==> src/hw/csp_defines.vh <==
// csp_defines.vh: addresses, reset values and bit positions of the status/power register bank
// assumes: included by the design files of the csp block
`ifndef CSP_DEFINES_VH
`define CSP_DEFINES_VH

`define CSP_ADDR_STATUS 8'hD0
`define CSP_ADDR_POWER 8'h87
`define CSP_RST_STATUS 8'h00
`define CSP_RST_POWER 8'h00
`define CSP_SFR_BASE_BIT 7
`define CSP_BITADDR_NIB_MASK 8'h07
`define CSP_BITADDR_NIB_ZERO 8'h00
`define CSP_BIT_SEL_MASK 8'hF8
`define CSP_UNMAPPED_READ 8'h00
`define CSP_BANK_BASE_SHIFT 3

`define CSP_ST_CARRY 7
`define CSP_ST_HALF 6
`define CSP_ST_UF0 5
`define CSP_ST_BANK_HI 4
`define CSP_ST_BANK_LO 3
`define CSP_ST_OVF 2
`define CSP_ST_UF1 1
`define CSP_ST_PARITY 0

`define CSP_PW_BAUD_DBL 7
`define CSP_PW_SER_WAKE 6
`define CSP_PW_IRQ0_WAKE 5
`define CSP_PW_LATCH_OFF 4
`define CSP_PW_SPARE_B 3
`define CSP_PW_SPARE_A 2
`define CSP_PW_PDOWN 1
`define CSP_PW_IDLE 0

`endif

==> src/hw/csp_sfr_reg.v <==
// csp_sfr_reg.v: one 8-bit special register with byte write, bit write and hardware update
// assumes: single sys_clk domain, write strobes one cycle wide, hardware mask from the core
`timescale 1ns/1ps
module csp_sfr_reg #(
    parameter WIDTH = 8,
    parameter [WIDTH-1:0] RESET_VALUE = {WIDTH{1'b0}}
) (
    input wire sys_clk,
    input wire rst_n,
    input wire byteWrite,
    input wire bitWrite,
    input wire [2:0] bitIndex,
    input wire bitValue,
    input wire [WIDTH-1:0] writeData,
    input wire [WIDTH-1:0] hwMask,
    input wire [WIDTH-1:0] hwData,
    output wire [WIDTH-1:0] value
);
    reg [WIDTH-1:0] value_reg;
    reg [WIDTH-1:0] value_next;
    integer i;

    // software write lands over the core's own flag updates in the same cycle
    always @* begin
        value_next = value_reg;
        for (i = 0; i < WIDTH; i = i + 1) begin
            if (hwMask[i]) begin
                value_next[i] = hwData[i];
            end
        end
        if (byteWrite) begin
            value_next = writeData;
        end else if (bitWrite) begin
            value_next[bitIndex] = bitValue;
        end
    end

    always @(posedge sys_clk or negedge rst_n) begin
        if (!rst_n) begin
            value_reg <= RESET_VALUE;
        end else begin
            value_reg <= value_next;
        end
    end

    assign value = value_reg;
endmodule

==> src/hw/csp_status_power_bank.v <==
// csp_status_power_bank.v: status word and power control registers of the core's special space
// assumes: core drives direct/indirect access strobes on sys_clk; other special registers
// live elsewhere and are muxed by the core using sfrHit
//
// Overview of operation
// - status word at D0H, reset 00H: flags, parity, two user flags, two-bit bank select.
// - power control at 87H, reset 00H, byte access only, spare flags free.
// - power control bit 7 doubles the serial port baud rate.
// - bit 5 lets external interrupt 0 wake, bit 6 lets serial interface wake.
// - all registers but program counter and register banks live in special space.
// - unoccupied special address has no register; its read value is undefined (this bank reads 00H there).
// - only addresses ending 0H or 8H allow single-bit access.
// - special space is upper 128 bytes, direct addressing only; indirect reaches RAM.
// - lowest 32 RAM bytes are four banks of eight registers, chosen by bank select.
`timescale 1ns/1ps
`include "csp_defines.vh"
module csp_status_power_bank (
    input wire sys_clk,
    input wire rst_n,
    input wire [7:0] sfrAddr,
    input wire directAccess,
    input wire readStrobe,
    input wire byteWriteStrobe,
    input wire bitWriteStrobe,
    input wire [2:0] bitIndex,
    input wire bitValue,
    input wire [7:0] writeData,
    input wire [7:0] statusHwMask,
    input wire [7:0] statusHwData,
    input wire [7:0] accValue,
    input wire [2:0] regOperand,
    output reg [7:0] readData,
    output wire sfrHit,
    output wire ramSelect,
    output wire bitAddressable,
    output wire [7:0] cpu_status_word,
    output wire [7:0] power_ctrl_reg,
    output wire carry_flag,
    output wire half_carry_flag,
    output wire arith_signed_error_flag,
    output wire [1:0] bankSelect,
    output wire [4:0] regRamAddr,
    output wire baud_doubler,
    output wire serial_wake_enable,
    output wire ext_irq0_wake_enable,
    output wire latch_strobe_disable,
    output wire power_down_enable,
    output wire cpu_halt_clock_mode
);
    wire upperHalf;
    wire statusSel;
    wire powerSel;
    wire [7:0] statusHwMaskFull;
    wire [7:0] statusHwDataFull;
    wire parityNow;
    wire [7:0] statusWriteData;
    wire statusBitValue;

    assign upperHalf = sfrAddr[`CSP_SFR_BASE_BIT];
    assign sfrHit = upperHalf & directAccess;
    assign ramSelect = ~sfrHit;
    assign bitAddressable = sfrHit & ((sfrAddr & `CSP_BITADDR_NIB_MASK) == `CSP_BITADDR_NIB_ZERO);
    assign statusSel = sfrHit & (sfrAddr == `CSP_ADDR_STATUS);
    assign powerSel = sfrHit & (sfrAddr == `CSP_ADDR_POWER);

    // parity follows the accumulator every cycle, so software cannot hold it
    assign parityNow = ^accValue;
    assign statusHwMaskFull = statusHwMask | (8'h01 << `CSP_ST_PARITY);
    assign statusHwDataFull = (statusHwData & ~(8'h01 << `CSP_ST_PARITY)) | ({7'h00, parityNow} << `CSP_ST_PARITY);
    // software writes would otherwise win over the parity bit for one cycle
    assign statusWriteData = (writeData & ~(8'h01 << `CSP_ST_PARITY)) | ({7'h00, parityNow} << `CSP_ST_PARITY);
    assign statusBitValue = (bitIndex == `CSP_ST_PARITY) ? parityNow : bitValue;

    // bit writes only reach the status word; power control ignores them
    // unoccupied addresses select neither register
    csp_sfr_reg #(
        .WIDTH(8),
        .RESET_VALUE(`CSP_RST_STATUS)
    ) statusReg (
        .sys_clk(sys_clk),
        .rst_n(rst_n),
        .byteWrite(statusSel & byteWriteStrobe),
        .bitWrite(statusSel & bitWriteStrobe),
        .bitIndex(bitIndex),
        .bitValue(statusBitValue),
        .writeData(statusWriteData),
        .hwMask(statusHwMaskFull),
        .hwData(statusHwDataFull),
        .value(cpu_status_word)
    );

    csp_sfr_reg #(
        .WIDTH(8),
        .RESET_VALUE(`CSP_RST_POWER)
    ) powerReg (
        .sys_clk(sys_clk),
        .rst_n(rst_n),
        .byteWrite(powerSel & byteWriteStrobe),
        .bitWrite(1'b0),
        .bitIndex(bitIndex),
        .bitValue(bitValue),
        .writeData(writeData),
        .hwMask(8'h00),
        .hwData(8'h00),
        .value(power_ctrl_reg)
    );

    // read data registered; unmapped locations give a fixed zero
    always @(posedge sys_clk or negedge rst_n) begin
        if (!rst_n) begin
            readData <= `CSP_UNMAPPED_READ;
        end else if (readStrobe) begin
            if (statusSel) begin
                readData <= cpu_status_word;
            end else if (powerSel) begin
                readData <= power_ctrl_reg;
            end else begin
                readData <= `CSP_UNMAPPED_READ;
            end
        end
    end

    assign carry_flag = cpu_status_word[`CSP_ST_CARRY];
    assign half_carry_flag = cpu_status_word[`CSP_ST_HALF];
    assign arith_signed_error_flag = cpu_status_word[`CSP_ST_OVF];
    assign bankSelect = {cpu_status_word[`CSP_ST_BANK_HI], cpu_status_word[`CSP_ST_BANK_LO]};
    assign regRamAddr = {bankSelect, regOperand};

    assign baud_doubler = power_ctrl_reg[`CSP_PW_BAUD_DBL];
    assign serial_wake_enable = power_ctrl_reg[`CSP_PW_SER_WAKE];
    assign ext_irq0_wake_enable = power_ctrl_reg[`CSP_PW_IRQ0_WAKE];
    assign latch_strobe_disable = power_ctrl_reg[`CSP_PW_LATCH_OFF];
    assign power_down_enable = power_ctrl_reg[`CSP_PW_PDOWN];
    assign cpu_halt_clock_mode = power_ctrl_reg[`CSP_PW_IDLE];
endmodule

==> config.mk <==
export PLATFORM = sky130hd
export DESIGN_NAME = csp_status_power_bank
export DESIGN_NICKNAME = d
export VERILOG_FILES = /design/src/hw/csp_sfr_reg.v /design/src/hw/csp_status_power_bank.v
export VERILOG_INCLUDE_DIRS = /design/src /design/src/hw
export SDC_FILE = /design/constraint.sdc
export NUM_CORES = 1
export LEC_CHECK = 0
export ABC_AREA = 1
export BUFFER_PORTS_ARGS = -buffer_cell sky130_fd_sc_hd__buf_2
export CORE_MARGIN = 2
export CORE_UTILIZATION = 48
export CTS_CLUSTER_SIZE = 16
export DETAILED_ROUTE_END_ITERATION = 16
export GPL_TIMING_DRIVEN = 1
export PLACE_DENSITY = 0.95
export SLEW_MARGIN = 20
export SYNTH_ARGS = -nofsm -noshare
export SYNTH_HDL_FRONTEND = slang
export SYNTH_SLANG_ARGS = --single-unit
==> constraint.sdc <==
create_clock -name sys_clk -period 2.1 [get_ports sys_clk]
set_clock_uncertainty 0.1 [all_clocks]
set_input_delay 0.21 -clock sys_clk [delete_from_list [all_inputs] [get_ports sys_clk]]
set_output_delay 0.21 -clock sys_clk [all_outputs]
set_load 0.01 [all_outputs]
==> results.py, run 1 <==
metrics = {
    "outcome": {
        "run_status": "complete, no violations",
    },
    "detailed_routing": {
        "detail_route.first_pass.iterations": 4,
        "detailroute.wirelength.met3_um": 321,
        "remaining_antenna_violation_count": 0,
        "route.top_layer_used": "met4",
        "met2_wirelength_mm": 2.215,
        "drc": 0,
        "wl_mm": 4.273,
        "wl_met1_mm": 1.700,
        "drt-vias-per-instance": 4.964,
        "dr_total_vias": 1807,
        "wl_per_cell_um": 11.74,
        "drt-initial-drc-count": 84,
    },
    "cts": {
        "tritoncts_clock_tree": "yes",
        "cts_root_buffer": "sky130_fd_sc_hd__clkbuf_4",
        "clkTransAtPathRegs_ns": 0.12,
        "maximum_level_of_the_cts_h_tree": 1,
        "post_cts_resized": 0,
        "clock_path_buffers": 2,
        "clk_latency_ns": 0.30,
        "post_cts_buffers": 0,
        "cts_made_buffers": 3,
        "cts_sinks": 24,
    },
    "setup_path": {
        "crit_path_end_kind": "output port",
        "worstSetupStartpointType": "primary input",
        "critical_path.slowest_cell": "sky130_fd_sc_hd__nor2_4",
        "worst_path_largest_cell_delay_ns": 0.19,
        "worstPathRequired_ns": 1.79,
        "crit_fanout": 8,
        "critical_path_class": "primary input to output port",
        "path_common_cell": "sky130_fd_sc_hd__buf_2",
        "crit_path_cell_trace": "buf_2, nor2_1, nand2_1, nor2_4, buf_2",
        "path_delay_family": "simple AND/OR/NAND/NOR gates",
        "worstPathArrival_ns": 0.94,
        "timing.critical_path.buf_inv": 2,
    },
    "die": {
        "area_enclosed_by_the_die_boundary_sq_um": 4060,
        "die_w_um": 63.72,
        "floorplan.core_area_sq_um": 3390,
        "cell_rows": 21,
        "pin_count": 96,
        "die_height_um": 63.72,
        "initial_utilization": 0.5050,
    },
    "yosys": {
        "synth_cell_types": 23,
        "ff_latch_count_synth": 24,
        "netlist_instances": 252,
        "yosys.area.top_type_share": 0.3509,
        "post_synth_main_area_contributors": "sky130_fd_sc_hd__dfrtp_1 35%, sky130_fd_sc_hd__nand2_1 23%, sky130_fd_sc_hd__nand3_1 7.3%",
        "mappedNetlistNets": 305,
        "netlist_area_sq_um": 1712,
        "yosysSeqAreaShare": 0.3509,
        "yosys.area_share.simple": 0.4539,
        "post-synth-top-area-cell": "sky130_fd_sc_hd__dfrtp_1",
        "post_synth_xor_area_fraction": 0.03582,
        "synth-async-reset-ratio": 1.000,
        "synth_edf_count": 0,
        "top_count_cell_post_synth": "sky130_fd_sc_hd__nand2_1",
        "yosysWarningCount": 0,
        "adder_cell_fraction_of_synth_area": 0,
        "synthMuxAreaShare": 0,
        "largest_family_of_logic_cells_by_synthesized_area": "simple AND/OR/NAND/NOR gates",
        "synth-compound-area-share": 0.02193,
        "yosys_most_used_dff": "sky130_fd_sc_hd__dfrtp_1",
        "syn-mean-instance-area_sq_um": 6.792,
        "yosys-top-cells-count": "107 x sky130_fd_sc_hd__nand2_1, 25 x sky130_fd_sc_hd__nand3_1, 24 x sky130_fd_sc_hd__dfrtp_1",
    },
    "worst_hold_path": {
        "min-delay-path-class": "primary input to register",
    },
    "finish": {
        "flow.area_growth_from_synthesis_pct": 20.98,
        "final_core_util": 0.6109,
        "drive_above_1_share": 0.3239,
        "antenna_cells_inserted": 0,
        "final_nets": 373,
    },
    "power_and_ir_drop": {
        "netSwitchingPower_mw": 0.3073,
        "vdd_drop_max_mv": 0.3301,
        "power_frac_seq": 0.526,
        "power_switching_share": 0.3138,
        "powerDensity_nw_per_um2": 472.9,
        "finalPower_mw": 0.9793,
        "pwr-share-clk": 0.199,
        "combinationalPowerShare": 0.275,
        "leak_nw": 1.279,
        "internal_power_mw": 0.6720,
    },
    "placement": {
        "dp_hpwl_mm": 3.465,
        "globalplace.congestion": 0.8468,
        "io_buffer_count": 87,
    },
    "sta": {
        "timing_worst_slew_pin_value_ns": 0.5322,
        "finalSetupViolations": 0,
        "grt_setup_unrepaired": "false",
        "final.period_utilization": 0.5954,
        "layout_min_cycle_time_ns": 1.250,
        "timing_max_transition_violations_final": 0,
        "timing.final.hold_violations": 0,
        "top_achievable_clock_speed_ghz": 0.7998,
        "timing.max_slew.rel_slack": 0.6452,
        "setup-tns-final_ns": 0,
    },
    "grt": {
        "grt_remaining_overflow": 0,
        "first_global_vias": 1793,
        "grt_start_max_net_pins": 25,
        "number_of_antenna_violations_at_the_first_check_in_global_routing": 0,
        "grt_pass1_wl_mm": 7.245,
        "grtUsageTotal": 0.2226,
    },
    "flow_run": {
        "reported_max_cap_violation_count": 0,
    },
}
cells by family after synthesis:
kind of cell	count (synthesis)
and+or+nand+nor	173
buffers and inverters	42
DFF	24
xor gates and xnor gates	7
AOI/OAI and AO/OA	6
worst reg2reg max path: stages, from the launching register on:
cell and delay, ns:
sky130_fd_sc_hd__dfrtp_1 0.43, sky130_fd_sc_hd__nand2_1 0.08, sky130_fd_sc_hd__nand2_1 0.07, sky130_fd_sc_hd__nand2_1 0.06, sky130_fd_sc_hd__nand2_1 0.05, sky130_fd_sc_hd__nand4_1 0.07, sky130_fd_sc_hd__nand2_1 0.06, sky130_fd_sc_hd__nand2_1 0.05
sky130_fd_sc_hd__nand2_1 0.06
stage by stage:
stage,instances,hold slack (ns),setup WS (ns),area (sq um)
after CTS,364,0.01983,0.8591,2071
after detailed placement,360,0.1133,0.5470,2038
after global routing,364,0.008027,0.7537,2071
after floorplan,252,-0.1856,0.9395,1712
final,364,0.01589,0.8497,2071
after global placement,360,0.1070,0.6202,2038
final cells by class:
type,instances,area (sq um)
clock buffer,3,22.52
timing repair buffer,89,452.9
sequential,24,600.6
multi-input combinational,186,875.8
inverter,16,61.31
fill,332,1319
tap,46,57.56
layout by cell type (no fill, tap or decap):
cell / n
sky130_fd_sc_hd__nor2b_2: 1
sky130_fd_sc_hd__nand4_1: 14
sky130_fd_sc_hd__a21oi_1: 4
sky130_fd_sc_hd__xnor2_1: 6
sky130_fd_sc_hd__and3_1: 1
sky130_fd_sc_hd__dlygate4sd3_1: 1
sky130_fd_sc_hd__nor2_1: 17
sky130_fd_sc_hd__clkbuf_4: 3
sky130_fd_sc_hd__nand3_4: 1
sky130_fd_sc_hd__nand3_1: 25
sky130_fd_sc_hd__inv_1: 15
sky130_fd_sc_hd__xor2_1: 1
sky130_fd_sc_hd__nor2_4: 1
sky130_fd_sc_hd__buf_2: 87
sky130_fd_sc_hd__a21oi_2: 2
sky130_fd_sc_hd__nand2_1: 107
sky130_fd_sc_hd__buf_4: 1
sky130_fd_sc_hd__clkinv_2: 1
sky130_fd_sc_hd__nor2_2: 2
sky130_fd_sc_hd__nand3_2: 1
sky130_fd_sc_hd__dfrtp_1: 24
sky130_fd_sc_hd__nor2_8: 1
sky130_fd_sc_hd__nand2_2: 2
what timing repair did:
action | CTS | global route
endpoints found under the hold margin | 24 | 0
endpoints found under the setup margin | 0 | 0
hold buffers | 1 | 0
layer usage:
metal,global-route usage,up-vias
li1,-,914
met3,0.04643,4
met5,0,-
met2,0.4224,82
met1,0.2565,807
met4,0.04076,0
path summary, 6_finish.rpt:
path                                                    from                            end  slack (ns)  cells past startpoint
worst max register to register  statusReg.value[2]$_DFF_PN0_   statusReg.value[2]$_DFF_PN0_        0.97                      8
max in group asynchronous                              rst_n  powerReg.value[1]$_DFFE_PN0P_        1.25                      2
worst min register to register       readData[7]$_DFFE_PN0P_        readData[7]$_DFFE_PN0P_        0.39                      2
min in group asynchronous                              rst_n        readData[3]$_DFFE_PN0P_        0.29                      2
worst min-delay path                            writeData[4]   statusReg.value[4]$_DFF_PN0_        0.02                      3
worst max-delay path                              sfrAddr[0]                 bitAddressable        0.85                      5
power groups by stage:
stage / Combinational, mW / Clock (mW) / Sequential (mW)
after floorplan: 0.153 / 0 / 0.536
after global placement: 0.261 / 0 / 0.523
after detailed placement: 0.270 / 0 / 0.525
after CTS: 0.273 / 0.195 / 0.516
after global routing: 0.307 / 0.221 / 0.519
final: 0.270 / 0.195 / 0.515
Note: power is estimated with default switching activity, not from simulation.
==> run 2, diff against run 1 <==
ABC_AREA = 0   (was 1)
CORE_UTILIZATION = 38   (was 48)
PLACE_DENSITY = 0.87   (was 0.95)
clock period = 1.08 ns   (was 2.1 ns; I/O delays follow)
==> run 2 against run 1 <==
Compared with the run above: the flow now finishes with violations (setup timing); die area is 11% higher; total power grew 120%; register-to-register slack lost 1.2 ns; sequential cell count did not move; sequential share of layout area decreased by 2.7 points; largest cell class unchanged; via count fell by 18%; non-clock buffer count grew 20; clock-buffer cell count did not move; largest power group unchanged; global-route usage fell by 2.8 points; wire length up 2.5%.
==> results.py, run 2 <==
metrics = {
    "power_and_ir_drop": {
        "internal_power_mw": 1.569,
        "power_frac_seq": 0.456,
        "netSwitchingPower_mw": 0.5996,
        "power_switching_share": 0.2764,
        "leak_nw": 1.226,
        "pwr-share-clk": 0.239,
        "powerDensity_nw_per_um2": 950.9,
        "vdd_drop_max_mv": 0.4234,
        "combinationalPowerShare": 0.305,
    },
    "yosys": {
        "synth-async-reset-ratio": 1.000,
        "ff_latch_count_synth": 24,
        "syn-mean-instance-area_sq_um": 10.42,
        "netlist_area_sq_um": 1511,
        "synth_edf_count": 0,
        "yosys.area.top_type_share": 0.3974,
        "post_synth_main_area_contributors": "sky130_fd_sc_hd__dfrtp_1 40%, sky130_fd_sc_hd__mux2_2 9.7%, sky130_fd_sc_hd__buf_4 8.4%",
        "top_count_cell_post_synth": "sky130_fd_sc_hd__dfrtp_1",
        "yosysWarningCount": 0,
        "yosys_most_used_dff": "sky130_fd_sc_hd__dfrtp_1",
        "yosysSeqAreaShare": 0.3974,
        "yosys-top-cells-count": "24 x sky130_fd_sc_hd__dfrtp_1, 17 x sky130_fd_sc_hd__buf_4, 13 x sky130_fd_sc_hd__mux2_2",
        "synth_cell_types": 35,
        "post-synth-top-area-cell": "sky130_fd_sc_hd__dfrtp_1",
        "mappedNetlistNets": 198,
        "netlist_instances": 145,
    },
    "setup_path": {
        "critical_path_class": "register to register",
        "path_delay_family": "compound AO/OA/AOI/OAI gates",
        "crit_fanout": 2,
        "crit_path_cell_trace": "mux2_4, a31oi_1, a31oi_1, o21a_1",
        "worstPathArrival_ns": 1.33,
        "worstSetupStartpointType": "register",
        "path_common_cell": "sky130_fd_sc_hd__a31oi_1",
        "timing.critical_path.buf_inv": 0,
        "critical_path.slowest_cell": "sky130_fd_sc_hd__dfrtp_1",
        "worstPathRequired_ns": 1.13,
        "crit_path_end_kind": "register",
        "worst_path_largest_cell_delay_ns": 0.39,
    },
    "sta": {
        "setup-tns-final_ns": -1.999,
        "final.period_utilization": 1.185,
        "timing_max_transition_violations_final": 0,
        "finalSetupViolations": 33,
        "timing.max_slew.rel_slack": 0.6455,
        "timing.final.hold_violations": 0,
        "layout_min_cycle_time_ns": 1.280,
        "top_achievable_clock_speed_ghz": 0.7811,
        "holdWs_ns": 0.001615,
        "grt_setup_unrepaired": "true",
        "fin_ws_ns": -0.2003,
        "timing_worst_slew_pin_value_ns": 0.5318,
    },
    "grt": {
        "grt_start_max_net_pins": 25,
        "grt_pass1_wl_mm": 6.555,
        "number_of_antenna_violations_at_the_first_check_in_global_routing": 0,
        "grtUsageTotal": 0.1947,
        "first_global_vias": 1446,
        "grt_remaining_overflow": 0,
    },
    "die": {
        "floorplan.core_area_sq_um": 3744,
        "initial_utilization": 0.4037,
        "die_height_um": 67.07,
        "area_enclosed_by_the_die_boundary_sq_um": 4498,
        "pin_count": 96,
        "die_w_um": 67.07,
        "cell_rows": 22,
    },
    "cts": {
        "cts_root_buffer": "sky130_fd_sc_hd__clkbuf_8",
        "clk_latency_ns": 0.26,
        "cts_made_buffers": 3,
        "cts_sinks": 24,
        "clock_path_buffers": 2,
        "clkTransAtPathRegs_ns": 0.08,
        "maximum_level_of_the_cts_h_tree": 1,
        "tritoncts_clock_tree": "yes",
    },
    "finish": {
        "area_of_the_multi_input_gates_sq_um": 834.6,
        "antenna_cells_inserted": 0,
        "regArea_sq_um": 600.6,
        "filler_cell_count": 316,
        "layout.cells.most_common_list": "72 x sky130_fd_sc_hd__buf_2, 24 x sky130_fd_sc_hd__dfrtp_1, 19 x sky130_fd_sc_hd__buf_6",
        "drive_above_1_share": 0.6160,
        "final_nets": 292,
        "layout.cells.most_common": "sky130_fd_sc_hd__buf_2",
        "flow.area_growth_from_synthesis_pct": 50.91,
    },
    "placement": {
        "dp_hpwl_mm": 3.146,
        "io_buffer_count": 87,
        "pre_cts_setup_slack_ns": -0.3721,
        "globalplace.congestion": 0.8454,
    },
    "detailed_routing": {
        "drc": 0,
        "dr_total_vias": 1474,
        "detail_route.first_pass.iterations": 4,
        "detailroute.wirelength.met3_um": 309,
        "drt-vias-per-instance": 5.172,
        "met2_wirelength_mm": 2.280,
        "wl_mm": 4.380,
        "route.top_layer_used": "met4",
        "drt-initial-drc-count": 48,
        "wl_met1_mm": 1.741,
        "wl_per_cell_um": 15.37,
        "remaining_antenna_violation_count": 0,
    },
    "flow_run": {
        "reported_max_cap_violation_count": 0,
    },
    "outcome": {
        "failing_checks": "setup timing",
        "run_status": "complete, but fails checks",
    },
    "worst_hold_path": {
        "min-delay-path-class": "primary input to register",
    },
}
## run 2: cell count changes after synthesis, sizes merged, moves of 5 or more
cell and delta:
a211o +8, buf -5, and3 +9, o21ai +5, nor2 -17, nor2b +11, inv -13, nand4 -13
nand3 -21, mux2 +13, nand2 -106
## run 2: logic make-up (layout without fill, tap and decap cells)
logic type      count (synthesis)  in the layout  share of synthesized area
compound gates                 33             33                     0.1598
xor+xnor                        7              7                    0.04056
buf+inv                        23            114                     0.1093
flops                          24             24                     0.3974
mux                            15             15                     0.1101
simple gates                   43             44                     0.1830
## run 2: metrics by stage
stage | area [sq um] | utilization | std cells | power, mW
after global placement | 2022 | 0.5401 | 278 | 1.514
final | 2281 | 0.6093 | 285 | 2.169
after floorplan | 1520 | - | 145 | 1.273
after global routing | 2281 | 0.6093 | 285 | 2.274
after detailed placement | 2022 | 0.5401 | 278 | 1.531
after CTS | 2198 | 0.5872 | 284 | 2.144
## run 2: cell type report
cell class / count / share of cell area
Inverter: 2 / 0.003291
Timing Repair Buffer: 109 / 0.3231
Clock buffer: 3 / 0.01810
Multi-Input combinational cell: 99 / 0.3659
Tap cell: 48 / 0.02633
Sequential cell: 24 / 0.2633
## run 2: power by group through the flow
stage                     clock, mW  combinational, mW  sequential [mW]
after floorplan                   0              0.246             1.03
final                         0.518              0.662            0.990
after detailed placement          0              0.528             1.00
after global routing          0.562              0.715            0.997
after global placement            0              0.513             1.00
after CTS                     0.527              0.629            0.987
## run 2: worst paths after layout
check	start	cells after the start	slack (ns)	to
max in group asynchronous	rst_n	2	0.27	statusReg.value[1]$_DFF_PN0_
worst max-delay path	statusReg.value[5]$_DFF_PN0_	4	-0.20	statusReg.value[5]$_DFF_PN0_
worst min-delay path	writeData[4]	2	0.002	powerReg.value[4]$_DFFE_PN0P_
worst min register to register	powerReg.value[2]$_DFFE_PN0P_	1	0.42	readData[2]$_DFFE_PN0P_
min in group asynchronous	rst_n	2	0.26	readData[2]$_DFFE_PN0P_
worst max register to register	statusReg.value[5]$_DFF_PN0_	4	-0.20	statusReg.value[5]$_DFF_PN0_
## run 2: worst register-to-register path, stage by stage, from the launching register on
cell and delay (ns):
sky130_fd_sc_hd__dfrtp_1 0.39, sky130_fd_sc_hd__mux2_4 0.29, sky130_fd_sc_hd__a31oi_1 0.14, sky130_fd_sc_hd__a31oi_1 0.06
sky130_fd_sc_hd__o21a_1 0.20
## run 2: routing by layer
metal	vias to the layer above	global-route usage
li1	703	-
met1	701	0.2423
met2	64	0.3441
met3	6	0.03716
met4	0	0.04592
met5	-	0
## run 2: what timing repair did
| item | 4_1_cts | 5_1_grt |
|---|---|---|
| endpoints found under the hold margin | 26 | 0 |
| buffers inserted | 1 | 1 |
| cloned | 0 | 1 |
| hold buffers | 3 | 0 |
| endpoints found under the setup margin | 32 | 35 |
| pin swaps | 5 | 5 |
| gates resized for setup | 24 | 18 |
==> run 3, diff against run 2 <==
GPL_TIMING_DRIVEN = 0   (was 1)
SKIP_CTS_REPAIR_TIMING = 1   (was default)
==> run 3 against run 2 <==
Compared with the run above: the flow finishes with violations (hold timing, setup timing); final cell count increased by 4.2%; core utilization up 5.1 points; sequential power about the same; combinational power hardly changed; worst hold slack lost 0.0055 ns; non-clock buffer count is 12 higher; total power increased by 4.5%; sequential cell count stayed put; worst setup slack gained 0.016 ns; global-route usage decreased by 2.2 points; sequential share of layout area down 2.0 points; critical path type unchanged; largest power group unchanged.
==> results.py, run 3 (same netlist as run 2, synthesis figures left out) <==
metrics = {
    "sta": {
        "timing_max_transition_violations_final": 0,
        "final.period_utilization": 1.171,
        "timing_worst_slew_pin_value_ns": 0.5364,
        "timing.max_slew.rel_slack": 0.6424,
        "fin_ws_ns": -0.1842,
        "top_achievable_clock_speed_ghz": 0.7910,
        "finalSetupViolations": 34,
        "grt_setup_unrepaired": "true",
        "timing.final.hold_violations": 2,
        "holdWs_ns": -0.003856,
        "layout_min_cycle_time_ns": 1.264,
        "setup-tns-final_ns": -2.265,
    },
    "die": {
        "area_enclosed_by_the_die_boundary_sq_um": 4498,
        "die_height_um": 67.07,
        "floorplan.core_area_sq_um": 3744,
        "die_w_um": 67.07,
        "pin_count": 96,
        "cell_rows": 22,
        "initial_utilization": 0.4037,
    },
    "finish": {
        "layout.cells.most_common_list": "72 x sky130_fd_sc_hd__buf_2, 32 x sky130_fd_sc_hd__buf_6, 23 x sky130_fd_sc_hd__dfrtp_1",
        "antenna_cells_inserted": 0,
        "final_area_sq_um": 2474,
        "drive_above_1_share": 0.6627,
        "area_of_the_multi_input_gates_sq_um": 860.8,
        "flow.area_growth_from_synthesis_pct": 63.66,
        "layout.cells.most_common": "sky130_fd_sc_hd__buf_2",
        "filler_cell_count": 313,
        "regArea_sq_um": 601.8,
        "final_core_util": 0.6608,
        "final_nets": 303,
    },
    "setup_path": {
        "r2r_start": "statusReg.value[5]$_DFF_PN0_",
        "path_delay_family": "flip-flops",
        "worstPathRequired_ns": 1.14,
        "critical_path.slowest_cell": "sky130_fd_sc_hd__dfrtp_1",
        "crit_fanout": 3,
        "path_common_cell": "sky130_fd_sc_hd__a31oi_1",
        "worst_path_largest_cell_delay_ns": 0.40,
        "worstPathArrival_ns": 1.32,
        "crit_path_end_kind": "register",
        "crit_path_cell_trace": "mux2_4, a31oi_1, a31oi_1, o21a_1",
        "worst_r2r_path_depth": 4,
        "timing.critical_path.buf_inv": 0,
        "setup.reg_to_reg.worst_slack_ns": -0.18,
        "critical_path_class": "register to register",
        "worstSetupStartpointType": "register",
        "crit-reg2reg-capture": "statusReg.value[5]$_DFF_PN0_",
    },
    "worst_hold_path": {
        "holdPathStages": 2,
        "hold_path.startpoint": "writeData[4]",
        "min_delay_worst_endpoint": "powerReg.value[4]$_DFFE_PN0P_",
        "min-delay-path-class": "primary input to register",
    },
    "flow_run": {
        "reported_max_cap_violation_count": 0,
    },
    "cts": {
        "clk_latency_ns": 0.26,
        "cts_root_buffer": "sky130_fd_sc_hd__clkbuf_8",
        "clock_path_buffers": 2,
        "tritoncts_clock_tree": "yes",
        "cts_sinks": 24,
        "maximum_level_of_the_cts_h_tree": 1,
        "clkTransAtPathRegs_ns": 0.08,
        "cts_made_buffers": 3,
    },
    "detailed_routing": {
        "wl_per_cell_um": 14.48,
        "drt-initial-drc-count": 72,
        "wl_mm": 4.300,
        "remaining_antenna_violation_count": 0,
        "dr_total_vias": 1517,
        "drt-vias-per-instance": 5.108,
        "drc": 0,
        "detail_route.first_pass.iterations": 4,
    },
    "placement": {
        "io_buffer_count": 89,
        "globalplace.congestion": 0.8688,
        "dp_hpwl_mm": 2.976,
        "dpl-instance-area_sq_um": 2026,
        "pre_cts_setup_slack_ns": -0.4505,
    },
    "power_and_ir_drop": {
        "powerDensity_nw_per_um2": 916.5,
        "vdd_drop_max_mv": 0.4617,
        "leak_nw": 1.279,
    },
    "grt": {
        "number_of_antenna_violations_at_the_first_check_in_global_routing": 0,
        "grtUsageTotal": 0.1728,
        "grt_start_max_net_pins": 25,
        "grt_remaining_overflow": 0,
        "grt_pass1_wl_mm": 5.906,
        "first_global_vias": 1364,
    },
    "outcome": {
        "run_status": "complete, but fails checks",
        "failing_checks": "hold timing, setup timing",
    },
}
-- run 3: cell count changes in the layout (fill, tap and decap cells not counted), moves of 2 or more --
cell,previous run,this run
sky130_fd_sc_hd__and3_4,3,9
sky130_fd_sc_hd__buf_4,13,7
sky130_fd_sc_hd__buf_6,19,32
sky130_fd_sc_hd__and3_1,7,1
sky130_fd_sc_hd__clkbuf_2,0,2
sky130_fd_sc_hd__dlygate4sd3_1,3,5
-- run 3: per-layer routing --
layer	global-route usage	up-vias	routed length (um)
met3	0.02703	8	262
met5	0	-	0
met2	0.2970	65	2137
met4	0.06122	0	70
li1	-	721	-
met1	0.2171	723	1830
-- run 3: how the worst max path moves through the flow --
stage | startpoint | to | slack (ns) | cells after the start
finish | statusReg.value[5]$_DFF_PN0_ | statusReg.value[5]$_DFF_PN0_ | -0.18 | 4
global route | statusReg.value[5]$_DFF_PN0_ | statusReg.value[5]$_DFF_PN0_ | -0.24 | 4
CTS | statusReg.value[5]$_DFF_PN0_ | statusReg.value[5]$_DFF_PN0_ | -0.19 | 4
detailed placement | sfrAddr[2] | statusReg.value[3]$_DFF_PN0_ | -0.45 | 5
global placement | sfrAddr[5] | statusReg.value[7]$_DFF_PN0_ | -0.44 | 5
floorplan | sfrAddr[5] | statusReg.value[5]$_DFF_PN0_ | -0.20 | 6
-- run 3: layout make-up --
cell class	instances	area share
flip-flops and latches	24	0.2433
inverters	2	0.003035
plain buffers	20	0.08447
clock buffers	4	0.02226
repair buffers	101	0.2747
multi-input cells	98	0.3480
well taps	48	0.02428
-- run 3: stage by stage --
step / cells / total power, mW / hold slack (ns)
floorplan: 145 / 1.273 / -0.2876
finish: 297 / 2.267 / -0.003856
global placement: 282 / 1.514 / 0.01537
CTS: 286 / 2.125 / -0.2684
global route: 297 / 2.375 / 0.001324
detailed placement: 282 / 1.526 / 0.01849
-- run 3: power by group --
| part | leakage [nW] | switching, mW | total (mW) | internal, mW |
|---|---|---|---|---|
| Sequential | 0.318 | 0.0534 | 1.00 | 0.950 |
| Combinational | 0.932 | 0.284 | 0.660 | 0.377 |
| Clock | 0.0288 | 0.279 | 0.604 | 0.325 |
| Total | 1.28 | 0.616 | 2.27 | 1.65 |
